$ cat config.mk
export PLATFORM = sky130hd
export DESIGN_NAME = tx_mac_frame_encapsulator_flat
export DESIGN_NICKNAME = d
export VERILOG_FILES = /design/src/tx_frame_pkg.sv /design/src/tx_client_if.sv /design/src/word_fifo.sv /design/src/tx_mac_frame_encapsulator.sv /design/src/flat_wrapper.sv
export VERILOG_INCLUDE_DIRS = /design/src
export SDC_FILE = /design/constraint.sdc
export NUM_CORES = 1
export LEC_CHECK = 0
export BUFFER_PORTS_ARGS = -buffer_cell sky130_fd_sc_hd__buf_2
export CORE_AREA = 3 3 221 223
export CTS_BUF_LIST = sky130_fd_sc_hd__clkbuf_8
export CTS_CLUSTER_DIAMETER = 200
export DETAILED_ROUTE_END_ITERATION = 8
export DIE_AREA = 0 0 224 226
export GPL_TIMING_DRIVEN = 0
export PLACE_DENSITY = 0.76
export SKIP_CTS_REPAIR_TIMING = 1
export SLEW_MARGIN = 0
export SYNTH_ARGS = -nofsm -noshare
export SYNTH_HDL_FRONTEND = slang
export SYNTH_SLANG_ARGS = --single-unit
$ cat constraint.sdc
create_clock -name clk -period 17.1 [get_ports clk]
set_input_delay 0 -clock clk [delete_from_list [all_inputs] [get_ports clk]]
set_output_delay 0 -clock clk [all_outputs]
set_load 0.01 [all_outputs]
$ cat src/tx_frame_map.svh
// Constants for the transmit framing path: characters, sizes, CRC, gap.
// Assumes an 8-byte client word and a byte-serial PCS-side stream.
`ifndef TX_FRAME_MAP_SVH
`define TX_FRAME_MAP_SVH
`define TX_WORD_BYTES 8
`define TX_IDLE_CHAR 8'h07
`define TX_START_CHAR 8'hFB
`define TX_PRE_CHAR 8'h55
`define TX_SFD_CHAR 8'hD5
`define TX_TERM_CHAR 8'hFD
`define TX_ERR_CHAR 8'hFE
`define TX_PAD_BYTE 8'h00
`define TX_PRE_BYTES 16'h0008
`define TX_MIN_FRAME 16'h0040
`define TX_FCS_BYTES 16'h0004
`define TX_TYPE_MIN 16'h0600
`define TX_MAX_LEN 16'h05DC
`define TX_CRC_POLY 32'hEDB88320
`define TX_CRC_INIT 32'hFFFFFFFF
`define TX_GAP_STD 12
`define TX_GAP_REDUCED 8
`define TX_GAP_OFF 0
`define TX_LANE_SPAN 6'h03
`endif

$ cat src/tx_frame_pkg.sv
// Types shared by the transmit framing ends.
// Assumes tx_frame_map.svh for the numeric constants.
package tx_frame_pkg;
  typedef enum logic [2:0] {
    ST_IDLE = 3'b000,
    ST_PRE = 3'b001,
    ST_DATA = 3'b010,
    ST_PAD = 3'b011,
    ST_CRC = 3'b100,
    ST_TERM = 3'b101,
    ST_ERR = 3'b110
  } enc_state_e;

  typedef struct packed {
    logic [63:0] data;
    logic sop;
    logic eop;
    logic [2:0] empty;
    logic error;
  } client_word_s;
endpackage : tx_frame_pkg

$ cat src/tx_client_if.sv
// Client packet stream between the packet source and the framing end.
// Assumes one clock; ready latency zero.
`timescale 1ns/10ps
interface tx_client_if;
  logic valid;
  logic ready;
  logic [63:0] data;
  logic sop;
  logic eop;
  logic [2:0] empty;
  logic error;
  modport source (output valid, output data, output sop, output eop, output empty,
    output error, input ready);
  modport sink (input valid, input data, input sop, input eop, input empty,
    input error, output ready);
endinterface : tx_client_if

$ cat src/word_fifo.sv
// Synchronous FIFO with valid/ready on both sides.
// Assumes a single clock and synchronous active-high reset.
`timescale 1ns/10ps
module word_fifo #(
  parameter int WIDTH = 70,
  parameter int DEPTH = 8
) (
  input wire logic clk,
  input wire logic rst,
  input wire logic in_valid,
  output logic in_ready,
  input wire logic [WIDTH-1:0] in_data,
  output logic out_valid,
  input wire logic out_ready,
  output logic [WIDTH-1:0] out_data
);
  localparam int PW = $clog2(DEPTH);
  typedef struct packed {
    logic [PW-1:0] wr;
    logic [PW-1:0] rd;
    logic [PW:0] count;
    logic full;
  } fifo_s;
  fifo_s s_r, s_nxt;
  logic [WIDTH-1:0] mem [DEPTH];
  logic push, pop;

  assign in_ready = !s_r.full;
  assign out_valid = (s_r.count != '0);
  assign out_data = mem[s_r.rd];
  assign push = in_valid && in_ready;
  assign pop = out_valid && out_ready;

  always_comb begin
    s_nxt = s_r;
    if (push) s_nxt.wr = (s_r.wr == PW'(DEPTH-1)) ? '0 : s_r.wr + 1'b1;
    if (pop) s_nxt.rd = (s_r.rd == PW'(DEPTH-1)) ? '0 : s_r.rd + 1'b1;
    if (push && !pop) s_nxt.count = s_r.count + 1'b1;
    else if (pop && !push) s_nxt.count = s_r.count - 1'b1;
    // Full kept in a register so ready leaves the block straight from a flop
    s_nxt.full = (s_nxt.count == (PW+1)'(DEPTH));
  end

  always_ff @(posedge clk) begin
    if (rst) s_r <= '0;
    else s_r <= s_nxt;
    if (push) mem[s_r.wr] <= in_data;
  end
endmodule : word_fifo

$ cat src/tx_mac_frame_encapsulator.sv
// Transmit framing end: takes client words, emits a byte-serial framed stream.
// Assumes the client keeps its side of the stream contract; one clock.
`timescale 1ns/10ps
`include "tx_frame_map.svh"
// Summary of operation
// Prepend start byte plus preamble unless pass-through
// Pass-through client supplies whole preamble itself
// Addresses and payload forwarded byte for byte
// Length/type field passed through unaltered
// Zero-pad short frames up to 64 bytes
// Client never sends frames under nine bytes
// CRC covers addresses through pad only
// CRC uses standard Ethernet generator polynomial
// CRC sent highest-order coefficient first
// CRC insertion is build option, default on
// Without CRC insertion client supplies CRC, 64+
// Standard gap: deficit counter keeps 12-byte average
// Reduced gap: deficit counter keeps 8-byte average
// Counter disabled: send at once, 1-byte gap
// Packet bus error flag raised at end cycle
// Lane error bit pairs with lane end bit
// Errored frame ends in eight error characters
// Ready latency zero: accepted when ready high
// Client sends packet words back to back
// Start of packet sits in top byte
// CRC preset ones, reflected, final complement
module tx_mac_frame_encapsulator import tx_frame_pkg::*; #(
  parameter bit PREAMBLE_PASS = 1'b0,
  parameter bit CRC_INSERT = 1'b1,
  parameter bit FLOW_CONTROL = 1'b0,
  parameter int GAP_MODE = `TX_GAP_STD,
  parameter int FIFO_DEPTH = 8
) (
  input wire logic clk,
  input wire logic rst,
  tx_client_if.sink cli,
  output logic [7:0] pcs_byte,
  output logic pcs_ctl
);
  typedef struct packed {
    enc_state_e st;
    logic [2:0] idx;
    logic [2:0] k;
    logic [15:0] cnt;
    logic [31:0] crc;
    logic [3:0] gap;
    logic [1:0] lag;
    logic [1:0] lane;
    logic [7:0] byte_o;
    logic ctl_o;
  } enc_s;

  localparam bit CRC_ON = CRC_INSERT || FLOW_CONTROL;
  localparam logic [15:0] PRE_LEN = PREAMBLE_PASS ? `TX_PRE_BYTES : 16'h0000;
  localparam logic [15:0] PAD_TO = `TX_MIN_FRAME - `TX_FCS_BYTES;
  localparam logic [5:0] GAP_BYTES = 6'(GAP_MODE);

  enc_s s_r, s_nxt;
  client_word_s f_word;
  logic f_valid, pop;
  logic [7:0] cur;
  logic [2:0] sh;
  logic last_here, counted, start_ok;
  logic [15:0] len;
  logic [5:0] need, have;
  logic [31:0] fcs;

  // Reflected byte-wise update, least significant data bit first
  function automatic logic [31:0] crc_byte(input logic [31:0] c, input logic [7:0] d);
    logic [31:0] r;
    r = c;
    for (int i = 0; i < 8; i++) begin
      r = (r[0] ^ d[i]) ? ((r >> 1) ^ `TX_CRC_POLY) : (r >> 1);
    end
    return r;
  endfunction : crc_byte

  word_fifo #(.WIDTH($bits(client_word_s)), .DEPTH(FIFO_DEPTH)) i_word_fifo (
    .clk(clk),
    .rst(rst),
    .in_valid(cli.valid),
    .in_ready(cli.ready),
    .in_data({cli.data, cli.sop, cli.eop, cli.empty, cli.error}),
    .out_valid(f_valid),
    .out_ready(pop),
    .out_data(f_word)
  );

  assign pcs_byte = s_r.byte_o;
  assign pcs_ctl = s_r.ctl_o;

  always_comb begin
    sh = 3'h7 - s_r.idx;
    cur = f_word.data[{sh, 3'b000} +: 8];
    last_here = f_word.eop && (s_r.idx == (3'h7 - f_word.empty));
    counted = (s_r.cnt >= PRE_LEN);
    len = s_r.cnt - PRE_LEN;
    fcs = ~s_r.crc;
    need = GAP_BYTES + {4'h0, s_r.lag};
    have = {2'b00, s_r.gap};
    if (GAP_MODE == `TX_GAP_OFF) begin
      start_ok = (s_r.gap != 4'h0);
    end else begin
      start_ok = (s_r.lane == 2'b00) && (have + `TX_LANE_SPAN >= need);
    end
  end

  always_comb begin
    s_nxt = s_r;
    pop = 1'b0;
    s_nxt.lane = s_r.lane + 2'b01;
    unique case (s_r.st)
      ST_IDLE: begin
        s_nxt.byte_o = `TX_IDLE_CHAR;
        s_nxt.ctl_o = 1'b1;
        if (s_r.gap != 4'hF) s_nxt.gap = s_r.gap + 4'h1;
        if (f_valid && !f_word.sop) begin
          pop = 1'b1;
        end else if (f_valid && start_ok) begin
          s_nxt.crc = `TX_CRC_INIT;
          s_nxt.k = 3'h0;
          // Shortage carried to the next gap keeps the long-run average
          s_nxt.lag = (have >= need) ? 2'b00 : 2'(need - have);
          if (PREAMBLE_PASS) begin
            s_nxt.byte_o = cur;
            s_nxt.idx = 3'h1;
            s_nxt.cnt = 16'h0001;
            s_nxt.st = ST_DATA;
          end else begin
            s_nxt.byte_o = `TX_START_CHAR;
            s_nxt.idx = 3'h0;
            s_nxt.cnt = 16'h0000;
            s_nxt.st = ST_PRE;
          end
        end
      end
      ST_PRE: begin
        s_nxt.ctl_o = 1'b0;
        s_nxt.byte_o = (s_r.k == 3'h6) ? `TX_SFD_CHAR : `TX_PRE_CHAR;
        s_nxt.k = s_r.k + 3'h1;
        if (s_r.k == 3'h6) s_nxt.st = ST_DATA;
      end
      ST_DATA: begin
        if (!f_valid) begin
          // Underrun corrupts the frame visibly instead of stalling the link
          s_nxt.byte_o = `TX_ERR_CHAR;
          s_nxt.ctl_o = 1'b1;
        end else begin
          s_nxt.byte_o = cur;
          s_nxt.ctl_o = 1'b0;
          if (counted && CRC_ON) s_nxt.crc = crc_byte(s_r.crc, cur);
          s_nxt.cnt = s_r.cnt + 16'h0001;
          s_nxt.idx = s_r.idx + 3'h1;
          s_nxt.k = 3'h0;
          if (last_here) begin
            pop = 1'b1;
            s_nxt.idx = 3'h0;
            if (f_word.error) s_nxt.st = ST_ERR;
            else if (!CRC_ON) s_nxt.st = ST_TERM;
            else if (len + 16'h0001 < PAD_TO) s_nxt.st = ST_PAD;
            else s_nxt.st = ST_CRC;
          end else if (s_r.idx == 3'h7) begin
            pop = 1'b1;
          end
        end
      end
      ST_PAD: begin
        s_nxt.byte_o = `TX_PAD_BYTE;
        s_nxt.ctl_o = 1'b0;
        s_nxt.crc = crc_byte(s_r.crc, `TX_PAD_BYTE);
        s_nxt.cnt = s_r.cnt + 16'h0001;
        if (len + 16'h0001 == PAD_TO) s_nxt.st = ST_CRC;
      end
      ST_CRC: begin
        s_nxt.byte_o = fcs[{s_r.k[1:0], 3'b000} +: 8];
        s_nxt.ctl_o = 1'b0;
        s_nxt.k = s_r.k + 3'h1;
        if (s_r.k == 3'h3) s_nxt.st = ST_TERM;
      end
      ST_TERM: begin
        s_nxt.byte_o = `TX_TERM_CHAR;
        s_nxt.ctl_o = 1'b1;
        s_nxt.gap = 4'h1;
        s_nxt.st = ST_IDLE;
      end
      ST_ERR: begin
        s_nxt.byte_o = `TX_ERR_CHAR;
        s_nxt.ctl_o = 1'b1;
        s_nxt.k = s_r.k + 3'h1;
        if (s_r.k == 3'h7) begin
          s_nxt.gap = 4'h1;
          s_nxt.st = ST_IDLE;
        end
      end
      default: begin
        s_nxt.st = ST_IDLE;
      end
    endcase
  end

  always_ff @(posedge clk) begin
    if (rst) begin
      s_r <= '0;
      s_r.st <= ST_IDLE;
      s_r.byte_o <= `TX_IDLE_CHAR;
      s_r.ctl_o <= 1'b1;
      s_r.gap <= 4'hF;
      s_r.crc <= `TX_CRC_INIT;
    end else begin
      s_r <= s_nxt;
    end
  end
endmodule : tx_mac_frame_encapsulator

$ cat src/flat_wrapper.sv
// flat-port wrapper written by rule: the top's interface ports become plain ports
module tx_mac_frame_encapsulator_flat import tx_frame_pkg::*;
#(
  parameter bit PREAMBLE_PASS = 1'b0,
  parameter bit CRC_INSERT = 1'b1,
  parameter bit FLOW_CONTROL = 1'b0,
  parameter int GAP_MODE = `TX_GAP_STD,
  parameter int FIFO_DEPTH = 8
)
  (clk, rst, pcs_byte, pcs_ctl, cli_valid, cli_data, cli_sop, cli_eop, cli_empty, cli_error, cli_ready);
  tx_client_if cli_i ();
  input wire logic clk;
  input wire logic rst;
  output logic [7:0] pcs_byte;
  output logic pcs_ctl;
  input wire logic [$bits(cli_i.valid)-1:0] cli_valid;
  input wire logic [$bits(cli_i.data)-1:0] cli_data;
  input wire logic [$bits(cli_i.sop)-1:0] cli_sop;
  input wire logic [$bits(cli_i.eop)-1:0] cli_eop;
  input wire logic [$bits(cli_i.empty)-1:0] cli_empty;
  input wire logic [$bits(cli_i.error)-1:0] cli_error;
  output wire logic [$bits(cli_i.ready)-1:0] cli_ready;
  assign cli_i.valid = cli_valid;
  assign cli_i.data = cli_data;
  assign cli_i.sop = cli_sop;
  assign cli_i.eop = cli_eop;
  assign cli_i.empty = cli_empty;
  assign cli_i.error = cli_error;
  assign cli_ready = cli_i.ready;
  tx_mac_frame_encapsulator #(.PREAMBLE_PASS(PREAMBLE_PASS), .CRC_INSERT(CRC_INSERT), .FLOW_CONTROL(FLOW_CONTROL), .GAP_MODE(GAP_MODE), .FIFO_DEPTH(FIFO_DEPTH)) u_core (.clk(clk), .rst(rst), .cli(cli_i), .pcs_byte(pcs_byte), .pcs_ctl(pcs_ctl));
endmodule
======== Yosys cells after proc, flatten, opt, wreduce, memory -nomap -nowiden ========
Memories as Yosys holds them, arrays and structs flattened. A register that Yosys moved wholly into a read port is not among the register bits.
Cells that the tools add are included.
cells by class
  bitwise logic cells ..................... 25
  eq/ne operators ......................... 26
  $add $sub $neg .......................... 14
  shift-type cells ........................ 2
  magnitude comparators ................... 4
  muxes and demuxes ....................... 53
  reductions and logical operators ........ 28
operators with widths
  cell                     count
  $mux W32                 17
  $not A13 Y14             15
  $mux W57                 3
  $pmux W48 S3             1
  $shiftx A64 B7 Y8        1
  $pmux W9 S7              1
  $not A32 Y32             1
  $shiftx A32 B6 Y8        1
  $mux W3                  10
  $eq A3 B3 Y1 const B     8
  $mux W8                  3
  $ne A2 B1 Y1 const B     9
  $pmux W3 S6              1
  $add A16 B1 Y16 const B  1
  $eq A16 B6 Y1 const B    1
  $ge A16 B1 Y1 const B    1
  $lt A16 B6 Y1 const B    1
  $mux W4                  4
  $add A3 B1 Y3 const B    4
  $pmux W4 S3              1
  $reduce_and A4 Y1        3
  $eq A3 B2 Y1 const B     3
  $mux W9                  1
  $pmux W3 S3              1
  33 further kinds         60
word-level totals
  input bits .............................. 73
  memories ................................ 1
  output and inout port bits .............. 10
  RAM bits ................................ 560
  word-level logic and storage cells ...... 167
  bits in registers ....................... 85
memory list
  memory                  words  width  read ports  clocked after memory_dff  write ports  line             text
  u_core.i_word_fifo.mem  8      70     1           1                         1            word_fifo.sv:25  logic [WIDTH-1:0] mem [DEPTH];

======== Depth between registers and ports, before layout ========
Gate-level depths: netlist (run 1).
  depth in word-level cells ............... 21
  mapped depth ............................ 16
  mapped depth without buffers ............ 14

======== Cells and area by module ========
A second synthesis (run 1) with hierarchy kept.
unflattened totals
  cell total of the unflattened synthesis .. 1,625
  area, all modules ....................... 28,013.1 um2
modules (own cells, without submodules)
  module                     seq. area each (um2)  instances  area an instance (um2)  cells each
  word_fifo                  17,096.4              1          21,707.1                894
  tx_mac_frame_encapsulator  1,481.4               1          6,306.0                 731

======== Worst setup path after synthesis (run 1) ========
No wires, ideal clock.
  path type ............................... register to register
  start point ............................. register u_core.i_word_fifo.s_r[0] (netlist bit)
  end point ............................... memory u_core.i_word_fifo.mem[0][0], enable pin
  setup time .............................. 0.671 ns
  arrival time ............................ 7.329 ns
  required time ........................... 16.429 ns
  cell stages (with the launch flop) ...... 5
  buffers on the path ..................... 1
  slack ................................... 9.101 ns
  period minus slack after synthesis ...... 7.999 ns
  cell sequence ........................... dfxtp_1 -> inv_1 -> nand2_1 -> clkbuf_1 -> nor4_1
on the way
  word-level cells in the longest chain between the ends .. 4
ends and longest elaborated chain
  element                        line                text
  start, declared                word_fifo.sv:24     fifo_s s_r, s_nxt;
  start signal, assigned         word_fifo.sv:46     else s_r <= s_nxt;
  $logic_not A1 Y1               word_fifo.sv:28     assign in_ready = !s_r.full;
  net cli_ready                  flat_wrapper.sv:22  output wire logic [$bits(cli_i.ready)-1:0] cli_ready;
  $logic_and A1 B1 Y1            word_fifo.sv:31     assign push = in_valid && in_ready;
  $mux W1                        word_fifo.sv:47     if (push) mem[s_r.wr] <= in_data;
  $mux W1 (implied by the code)  word_fifo.sv:47
  end, declared                  word_fifo.sv:25
The timed path passes the listed nets, and every way through them passes these cells.

======== Worst setup path after layout (run 1) ========
  start point ............................. register u_core.s_r[68] (netlist bit)
  end point ............................... register u_core.s_r[31] (netlist bit)
on the way
  word-level cells in the longest chain between the ends .. 17
  elaborated cells on any way between the ends .. 20
  those cells by class .................... 1 x add/sub; 1 x shift; 11 x mux; 7 x bitwise
ends and longest elaborated chain
  element                    line                              text
  start, declared            tx_mac_frame_encapsulator.sv:58   enc_s s_r, s_nxt;
  start signal, assigned     tx_mac_frame_encapsulator.sv:210  s_r <= s_nxt;
  $sub A3 B3 Y3 (*)          tx_mac_frame_encapsulator.sv:93   sh = 3'h7 - s_r.idx;
  $shiftx A64 B7 Y8 (*)      tx_mac_frame_encapsulator.sv:94   cur = f_word.data[{sh, 3'b000} +: 8];
  $xor A1 B1 Y1              tx_mac_frame_encapsulator.sv:73   r = (r[0] ^ d[i]) ? ((r >> 1) ^ `TX_CRC_POLY) : (r >> 1);
  $mux W32                   tx_mac_frame_encapsulator.sv:73
  $not A13 Y14 (no line)     n/a
  $mux W32                   tx_mac_frame_encapsulator.sv:73
  $not A13 Y14 (no line)     n/a
  $mux W32 (4 in a row)      tx_mac_frame_encapsulator.sv:73
  $not A13 Y14 (no line)     n/a
  $mux W32 (*) (2 in a row)  tx_mac_frame_encapsulator.sv:73
  $mux W32 (*)               tx_mac_frame_encapsulator.sv:151  if (counted && CRC_ON) s_nxt.crc = crc_byte(s_r.crc, cur);
  $mux W57 (*)               tx_mac_frame_encapsulator.sv:144  if (!f_valid) begin
  $pmux W48 S3 (*)           tx_mac_frame_encapsulator.sv:112  unique case (s_r.st)
Mark *: on every way between the ends. The rest lies on a longest branch, timed or not. The select of a mux whose other input is x is not followed.
A chain may end at the register's enable or synchronous reset.

==> summary.md, run 1 <==
| Metric | Value |
|---|---|
| Period utilization | `between 20% and 30%` |
| Worst setup endpoint | `u_core.s_r[31]` |
| I/O Buffers | `82` |
| CP startpoint | `u_core.s_r[68]` |
| Synth Instances | `1,714` |
| Seq/Total Area, Yosys | `between 60% and 70%` |
| Worst path arrival time | `between 5 and 6 ns` |
| Pwr Density | `137 nW/um^2` |
| Share of layout cells above drive strength 1 | `between 20% and 30%` |
| Number of synthesized flops with an enable pin | `between 500 and 600` |
| Asr flop ratio synth | `0%` |
| Power share of the clock group | `a little over a quarter` |
| FF/Latch Area | `between 15,000 and 20,000 sq um` |
| Internal Pwr Total | `3.04 mW` |
| Mapped Avg Cell Area | `roughly 16 sq um` |
| Worst-Skew Late Latency | `0.71 ns` |
| Antenna Violating Nets Remaining | `0` |
| FF+latch count, synth | `648` |
| Multi-input logic area | `slightly below 9000 sq um` |
| Post-DP HPWL | `roughly 47 mm` |
| Total I/O pin count | `83` |
| Initial Util | `59.9%` |
| Drt first-iter violations | `a little over 2,000` |
| Slew Viols, Final | `0` |
| Core Area | `~47,000 sq um` |
| Post-Syn Nets | `~1,800` |
| GP Congestion | `approximately 0.91` |
| Tot Pwr | `about 4.5 mW` |
| Setup Skew | `between 0.02 and 0.03 ns` |
| WL final | `69.5 mm` |
| Most common cell after layout, fill and taps aside | `edfxtp_1` |
| Period minus WS final | `about 5.0 ns` |
| Worst-Margin Slew | `0.994 ns` |
| Fillers | `2,959` |
| Flop pwr share | `between 40% and 50%` |
| Clk buf depth | `3` |
| Critical path type | `flip-flop to flip-flop` |
| Pre-antenna DRT Iters | `5` |
| Worst R2R End | `u_core.s_r[31]` |
| Critical Path RT | `17.64 ns` |
| Largest fanout on the critical path | `10` |
| Global-route wire length before repair | `approximately 100 mm` |
| Combinational power share | `between 30% and 40%` |
| Root Buffer | `clkbuf_8` |
| Max-Cap Viols | `0` |
| Unique masters post-synth | `between 90 and 100` |
| TritonCTS buffer count | `99` |
| TritonCTS clock tree | `yes` |
| RSZ-0062 raised after global routing | `no` |
| Setup violators final | `0` |
| Main synth FF type | `edfxtp_1` |
| Cell taking the most area after synthesis | `edfxtp_1` |
| Vias in the first global route | `between 15,000 and 20,000` |
| # clock sinks | `~650` |
| WL per Instance | `25.6 microns` |
| Max Freq | `198 MHz` |
| Sw Share | `between 30% and 40%` |
| Die Wd | `between 200 and 250 microns` |
| Vias/cell | `between 6 and 7` |
| Largest net degree at the start of global routing | `27` |
| Leak Pwr | `10.8 nW` |
| Warnings, synthesis | `0` |
| Area growth syn-to-layout | `16.0%` |
| Vias post-DR | `approximately 17,000` |
| Number of remaining DRC errors | `0` |
| Die area | `between 50,000 and 60,000 sq um` |
| RR Startpoint | `u_core.s_r[68]` |
| Leading post-synthesis cells by cell area | `edfxtp_1 (60%), mux4_2 (11%), dfxtp_1 (6.3%)` |
| Startpoint type of the worst setup path | `flip-flop` |
| Headroom to the max-slew limit | `33.3%` |
| Clock-pin slew on the worst setup and hold paths | `about 0.060 ns` |
| Share of the synthesized area in the top cell type | `60.0%` |
| Die height | `~230 microns` |
| Worst min-delay path category | `input pin to flip-flop` |
| GR Overflow Total | `0` |
| Initial antenna violation count | `3` |
| Sw Pwr | `about 1.4 mW` |
| Worst R2R Setup Slack | `between 10 and 15 ns` |
| Aggregate global-route resource usage | `roughly 28%` |
| VDD IR max | `approximately 0.084 mV` |
| Status | `finished clean` |
| Max H-tree Level | `3` |
| Commonest cells after routing, fill and taps aside | `edfxtp_1 (560), mux4_2 (140), clkbuf_8 (102)` |
| CP endpoint kind | `flip-flop` |
| Total Nets Final | `2,119` |
| Synthesized cell area | `around 28,000 sq um` |
| Setup TNS | `0 ns` |
| Reg2reg path depth | `12` |
| Final Hold Fails | `0` |
| Rows | `79` |
-- metal layers --
layer	share of wire (%)	wire [microns]	track usage, %
met1	39	27300	37.8
met2	49	33800	44.7
met3	9.2	6410	6.50
met4	2.9	1990	9.97
met5	0.019	13	0
-- sequential cells by signal (all words and copies together), names as in the netlist, named ones only --
signal	cells
u_core.have	4
u_core.s_r	61
u_core.pcs_byte	8
u_core.i_word_fifo.mem	560
u_core.i_word_fifo.s_r	11
u_core.pcs_ctl	1
-- area by class of cell --
class | count | area share [%]
clock buffers | 102 | 4.32
inverters | 29 | 0.335
multi-input cells | 935 | 27.1
well taps | 607 | 2.34
plain buffers | 102 | 1.77
flip-flops and latches | 648 | 57.1
clock inverters | 78 | 1.45
diodes | 2 | 0.0154
repair buffers | 209 | 5.52
-- worst min path at each step --
stage                  from                            end  slack (ns)  cells after the start
4_1_cts         cli_data[3]   u_core.i_word_fifo.mem[5][9]       -0.50                      1
2_1_floorplan     cli_error   u_core.i_word_fifo.mem[0][0]         0.1                      0
3_3_place_gp   cli_data[33]  u_core.i_word_fifo.mem[7][39]        0.26                      1
6_report        cli_data[3]   u_core.i_word_fifo.mem[5][9]        0.10                      2
3_5_place_dp        cli_eop   u_core.i_word_fifo.mem[1][4]        0.27                      1
5_1_grt         cli_data[3]   u_core.i_word_fifo.mem[1][9]        0.07                      2
-- cells by family after synthesis --
logic type | Yosys count | share of synthesized area, %
and+or+nand+nor | 328 | 6.05
adders and majority gates | 22 | 0.982
xor gates and xnor gates | 124 | 4.68
AOI/OAI and AO/OA | 270 | 6.43
DFF | 648 | 66.3
buffers and inverters | 131 | 2.45
muxes | 191 | 13.1
-- cells in the mapped netlist (all sizes together), types with 13 or more instances --
cell	n
a21oi	62
a22oi	14
and3	13
buf	51
clkbuf	51
dfxtp	88
edfxtp	560
ha	22
inv	26
mux2i	47
mux4	140
nand2	81
nand3	27
nor2	96
nor3	24
nor4	13
o21ai	54
o22ai	44
xnor2	85
xor2	28
-- metrics by stage --
step	hold WS (ns)	cell area, sq um	setup WS (ns)	util [%]	std cells
after CTS	-0.497	31800	12.16	68.0	2638
after global routing	0.0702	32500	11.89	69.5	2712
after global placement	0.260	29200	2.13	62.5	2403
after floorplan	0.0989	28000	9.10	-	1714
final	0.103	32500	12.05	69.5	2712
after detailed placement	0.267	29900	12.19	64.0	2458
-- critical path: stages, from the launching register on --
cell	delay, ns
dfxtp_1	0.33
clkbuf_1	0.28
clkbuf_1	0.60
nand3b_1	0.80
o22ai_1	0.56
nor4_2	0.18
mux2i_2	0.48
xnor2_4	0.23
xnor3_1	0.57
xnor2_1	0.37
xnor3_1	0.27
nor3_1	0.15
o21ai_1	0.08
-- power by group through the flow --
stage                     registers, mW  clock network [mW]  logic (mW)
final                              1.86                1.22        1.38
after floorplan                    1.89                   0        1.01
after detailed placement           1.89                   0        1.35
after CTS                          1.86                1.24        1.36
after global placement             1.91                   0        1.31
after global routing               1.87                1.31        1.48
Note: power is estimated with default switching activity, not from simulation.
==> inputs of run 2 (changes only) <==
==> constraint.sdc (replaced) <==
create_clock -name clk -period 5.14 [get_ports clk]
set_input_delay 0 -clock clk [delete_from_list [all_inputs] [get_ports clk]]
set_output_delay 0 -clock clk [all_outputs]
set_load 0.01 [all_outputs]
==> run 2 against run 1 <==
Against the previous run: final cell count is 0.15% higher; global-route usage is essentially flat; die area unchanged; clock power grew to 3.2 times the previous value; critical endpoint is now u_core.s_r[40]; largest cell class unchanged.
==> summary.md, run 2 (synthesized netlist as in run 1, its figures left out) <==
| Metric | Value |
|---|---|
| GP Congestion | `roughly 0.92` |
| Worst path arrival time | `5.69 ns` |
| Slew Viols, Final | `0` |
| Largest fanout on the critical path | `10` |
| Dpl cells | `2,450` |
| Total I/O pin count | `83` |
| Clock-pin slew on the worst setup and hold paths | `around 0.070 ns` |
| Headroom to the max-slew limit | `29.3%` |
| Drt first-iter violations | `~2,100` |
| Global-route wire length before repair | `105 mm` |
| Pre-antenna DRT Iters | `5` |
| Core Area | `about 47,000 sq um` |
| Critical path type | `flip-flop to flip-flop` |
| Setup TNS | `0 ns` |
| I/O Buffers | `82` |
| Max Freq | `197 MHz` |
| Leak Pwr | `10.8 nW` |
| Critical Path RT | `between 5 and 6 ns` |
| Aggregate global-route resource usage | `~28%` |
| Area growth syn-to-layout | `16.0%` |
| Final Core Density | `slightly below 70%` |
| Largest net degree at the start of global routing | `26` |
| Post-DP HPWL | `46.5 mm` |
| Setup Skew | `0.0454 ns` |
| Max reg flops | `560` |
| # clock sinks | `roughly 650` |
| TritonCTS clock tree | `yes` |
| Period utilization | `just under 100%` |
| Clk buf depth | `3` |
| Initial antenna violation count | `7` |
| Status | `finished clean` |
| Rows | `approximately 80` |
| Most common cell after layout, fill and taps aside | `edfxtp_1` |
| Max H-tree Level | `3` |
| TritonCTS buffer count | `100` |
| Antenna Violating Nets Remaining | `0` |
| Worst-Skew Late Latency | `about 0.72 ns` |
| Pwr Density | `between 400 and 500 nW/um^2` |
| Initial Util | `59.9%` |
| CP endpoint kind | `flip-flop` |
| Max-Cap Viols | `0` |
| Vias/cell | `roughly 6.3` |
| Vias post-DR | `~17,000` |
| VDD IR max | `between 0.2 and 0.3 mV` |
| WL final | `roughly 70 mm` |
| Met3 usage | `7.54%` |
| Commonest cells after routing, fill and taps aside | `edfxtp_1 (560), mux4_2 (140), clkbuf_8 (102)` |
| Hold slack | `roughly 0.092 ns` |
| Number of remaining DRC errors | `0` |
| Global route hottest layer | `met2` |
| Setup violators final | `0` |
| Reg with most FFs | `u_core.i_word_fifo.mem` |
| Period minus WS final | `5.07 ns` |
| GR Util met1 | `between 30 and 40%` |
| Die area | `about 51,000 sq um` |
| Root Buffer | `clkbuf_8` |
| Met2 Resource Use GR | `44.0%` |
| Startpoint type of the worst setup path | `flip-flop` |
| Share of layout cells above drive strength 1 | `about 23%` |
| Top flop regs | `u_core.i_word_fifo.mem: 560 flops, u_core.s_r: 61 flops, u_core.i_word_fifo.s_r: 11 flops` |
| Final Hold Fails | `0` |
| WL per Instance | `approximately 26 microns` |
| Vias in the first global route | `between 15,000 and 20,000` |
| Final std cells w/o fill | `between 2,000 and 3,000` |
| Total Nets Final | `2,112` |
| Die height | `approximately 230 microns` |
| Worst-Margin Slew | `1.05 ns` |
| Die Wd | `224 microns` |
| GR Overflow Total | `0` |
| Worst min-delay path category | `input pin to flip-flop` |
[run 2: changes by cell type in the layout (fill, tap and decap cells not counted), moves of 2 or more]
cell / before / now
diode_2: 2 / 6
buf_4: 24 / 12
inv_1: 56 / 54
bufinv_16: 4 / 1
inv_6: 2 / 0
buf_8: 6 / 10
buf_6: 41 / 37
buf_16: 0 / 4
clkinv_1: 29 / 42
[run 2: area by class of cell]
| cell class | count | area, sq um |
|---|---|---|
| sequential | 648 | 18600 |
| fill | 2993 | 14200 |
| multi-input combinational | 935 | 8830 |
| timing repair buffer | 201 | 1830 |
| clock buffer | 102 | 1400 |
| tap | 607 | 759 |
| buffer | 102 | 577 |
| clock inverter | 86 | 423 |
| inverter | 29 | 109 |
| antenna | 6 | 15.0 |
[run 2: metal layers]
metal  up-vias  part of all wire [%]  routed length [microns]
met1      8618                    39                    27100
met5         -                 0.020                       14
met3       183                    10                     7030
met4         2                   3.3                     2290
met2       962                    48                    33900
li1       7453                     -                        -
[run 2: through the flow]
stage	setup slack, ns	instance area [sq um]	total power [mW]
finish	0.0670	32500	14.8
global route	-0.00439	32500	15.4
CTS	0.168	31800	14.7
detailed placement	0.179	30000	10.8
global placement	-5.97	29200	10.7
floorplan	-0.989	28000	9.63
[run 2: worst max-delay path, cell delays in order (launching register included)]
cell and delay (ns):
dfxtp_1 0.37, clkbuf_1 0.47, or3b_1 0.19, clkbuf_1 0.69, o22ai_1 0.27, nor4_2 0.85, mux2i_2 0.33, xnor2_2 0.53
xor3_1 0.59, or4_1 0.58, nand4_1 0.11
[run 2: final timing paths]
path	start	to	depth (start not counted)	slack, ns
setup / recovery	u_core.s_r[69]	u_core.s_r[40]	10	0.07
hold / removal	cli_data[30]	u_core.i_word_fifo.mem[1][36]	2	0.09
setup reg to reg	u_core.s_r[69]	u_core.s_r[40]	10	0.07
hold reg to reg	u_core.s_r[9]	u_core.s_r[9]	1	0.42
[run 2: power breakdown]
| group | total (mW) | leakage [nW] | switching (mW) | internal (mW) |
|---|---|---|---|---|
| clock network | 3.93 | 1.03 | 2.02 | 1.92 |
| registers | 6.20 | 5.80 | 0.183 | 6.02 |
| logic | 4.65 | 3.97 | 2.61 | 2.04 |
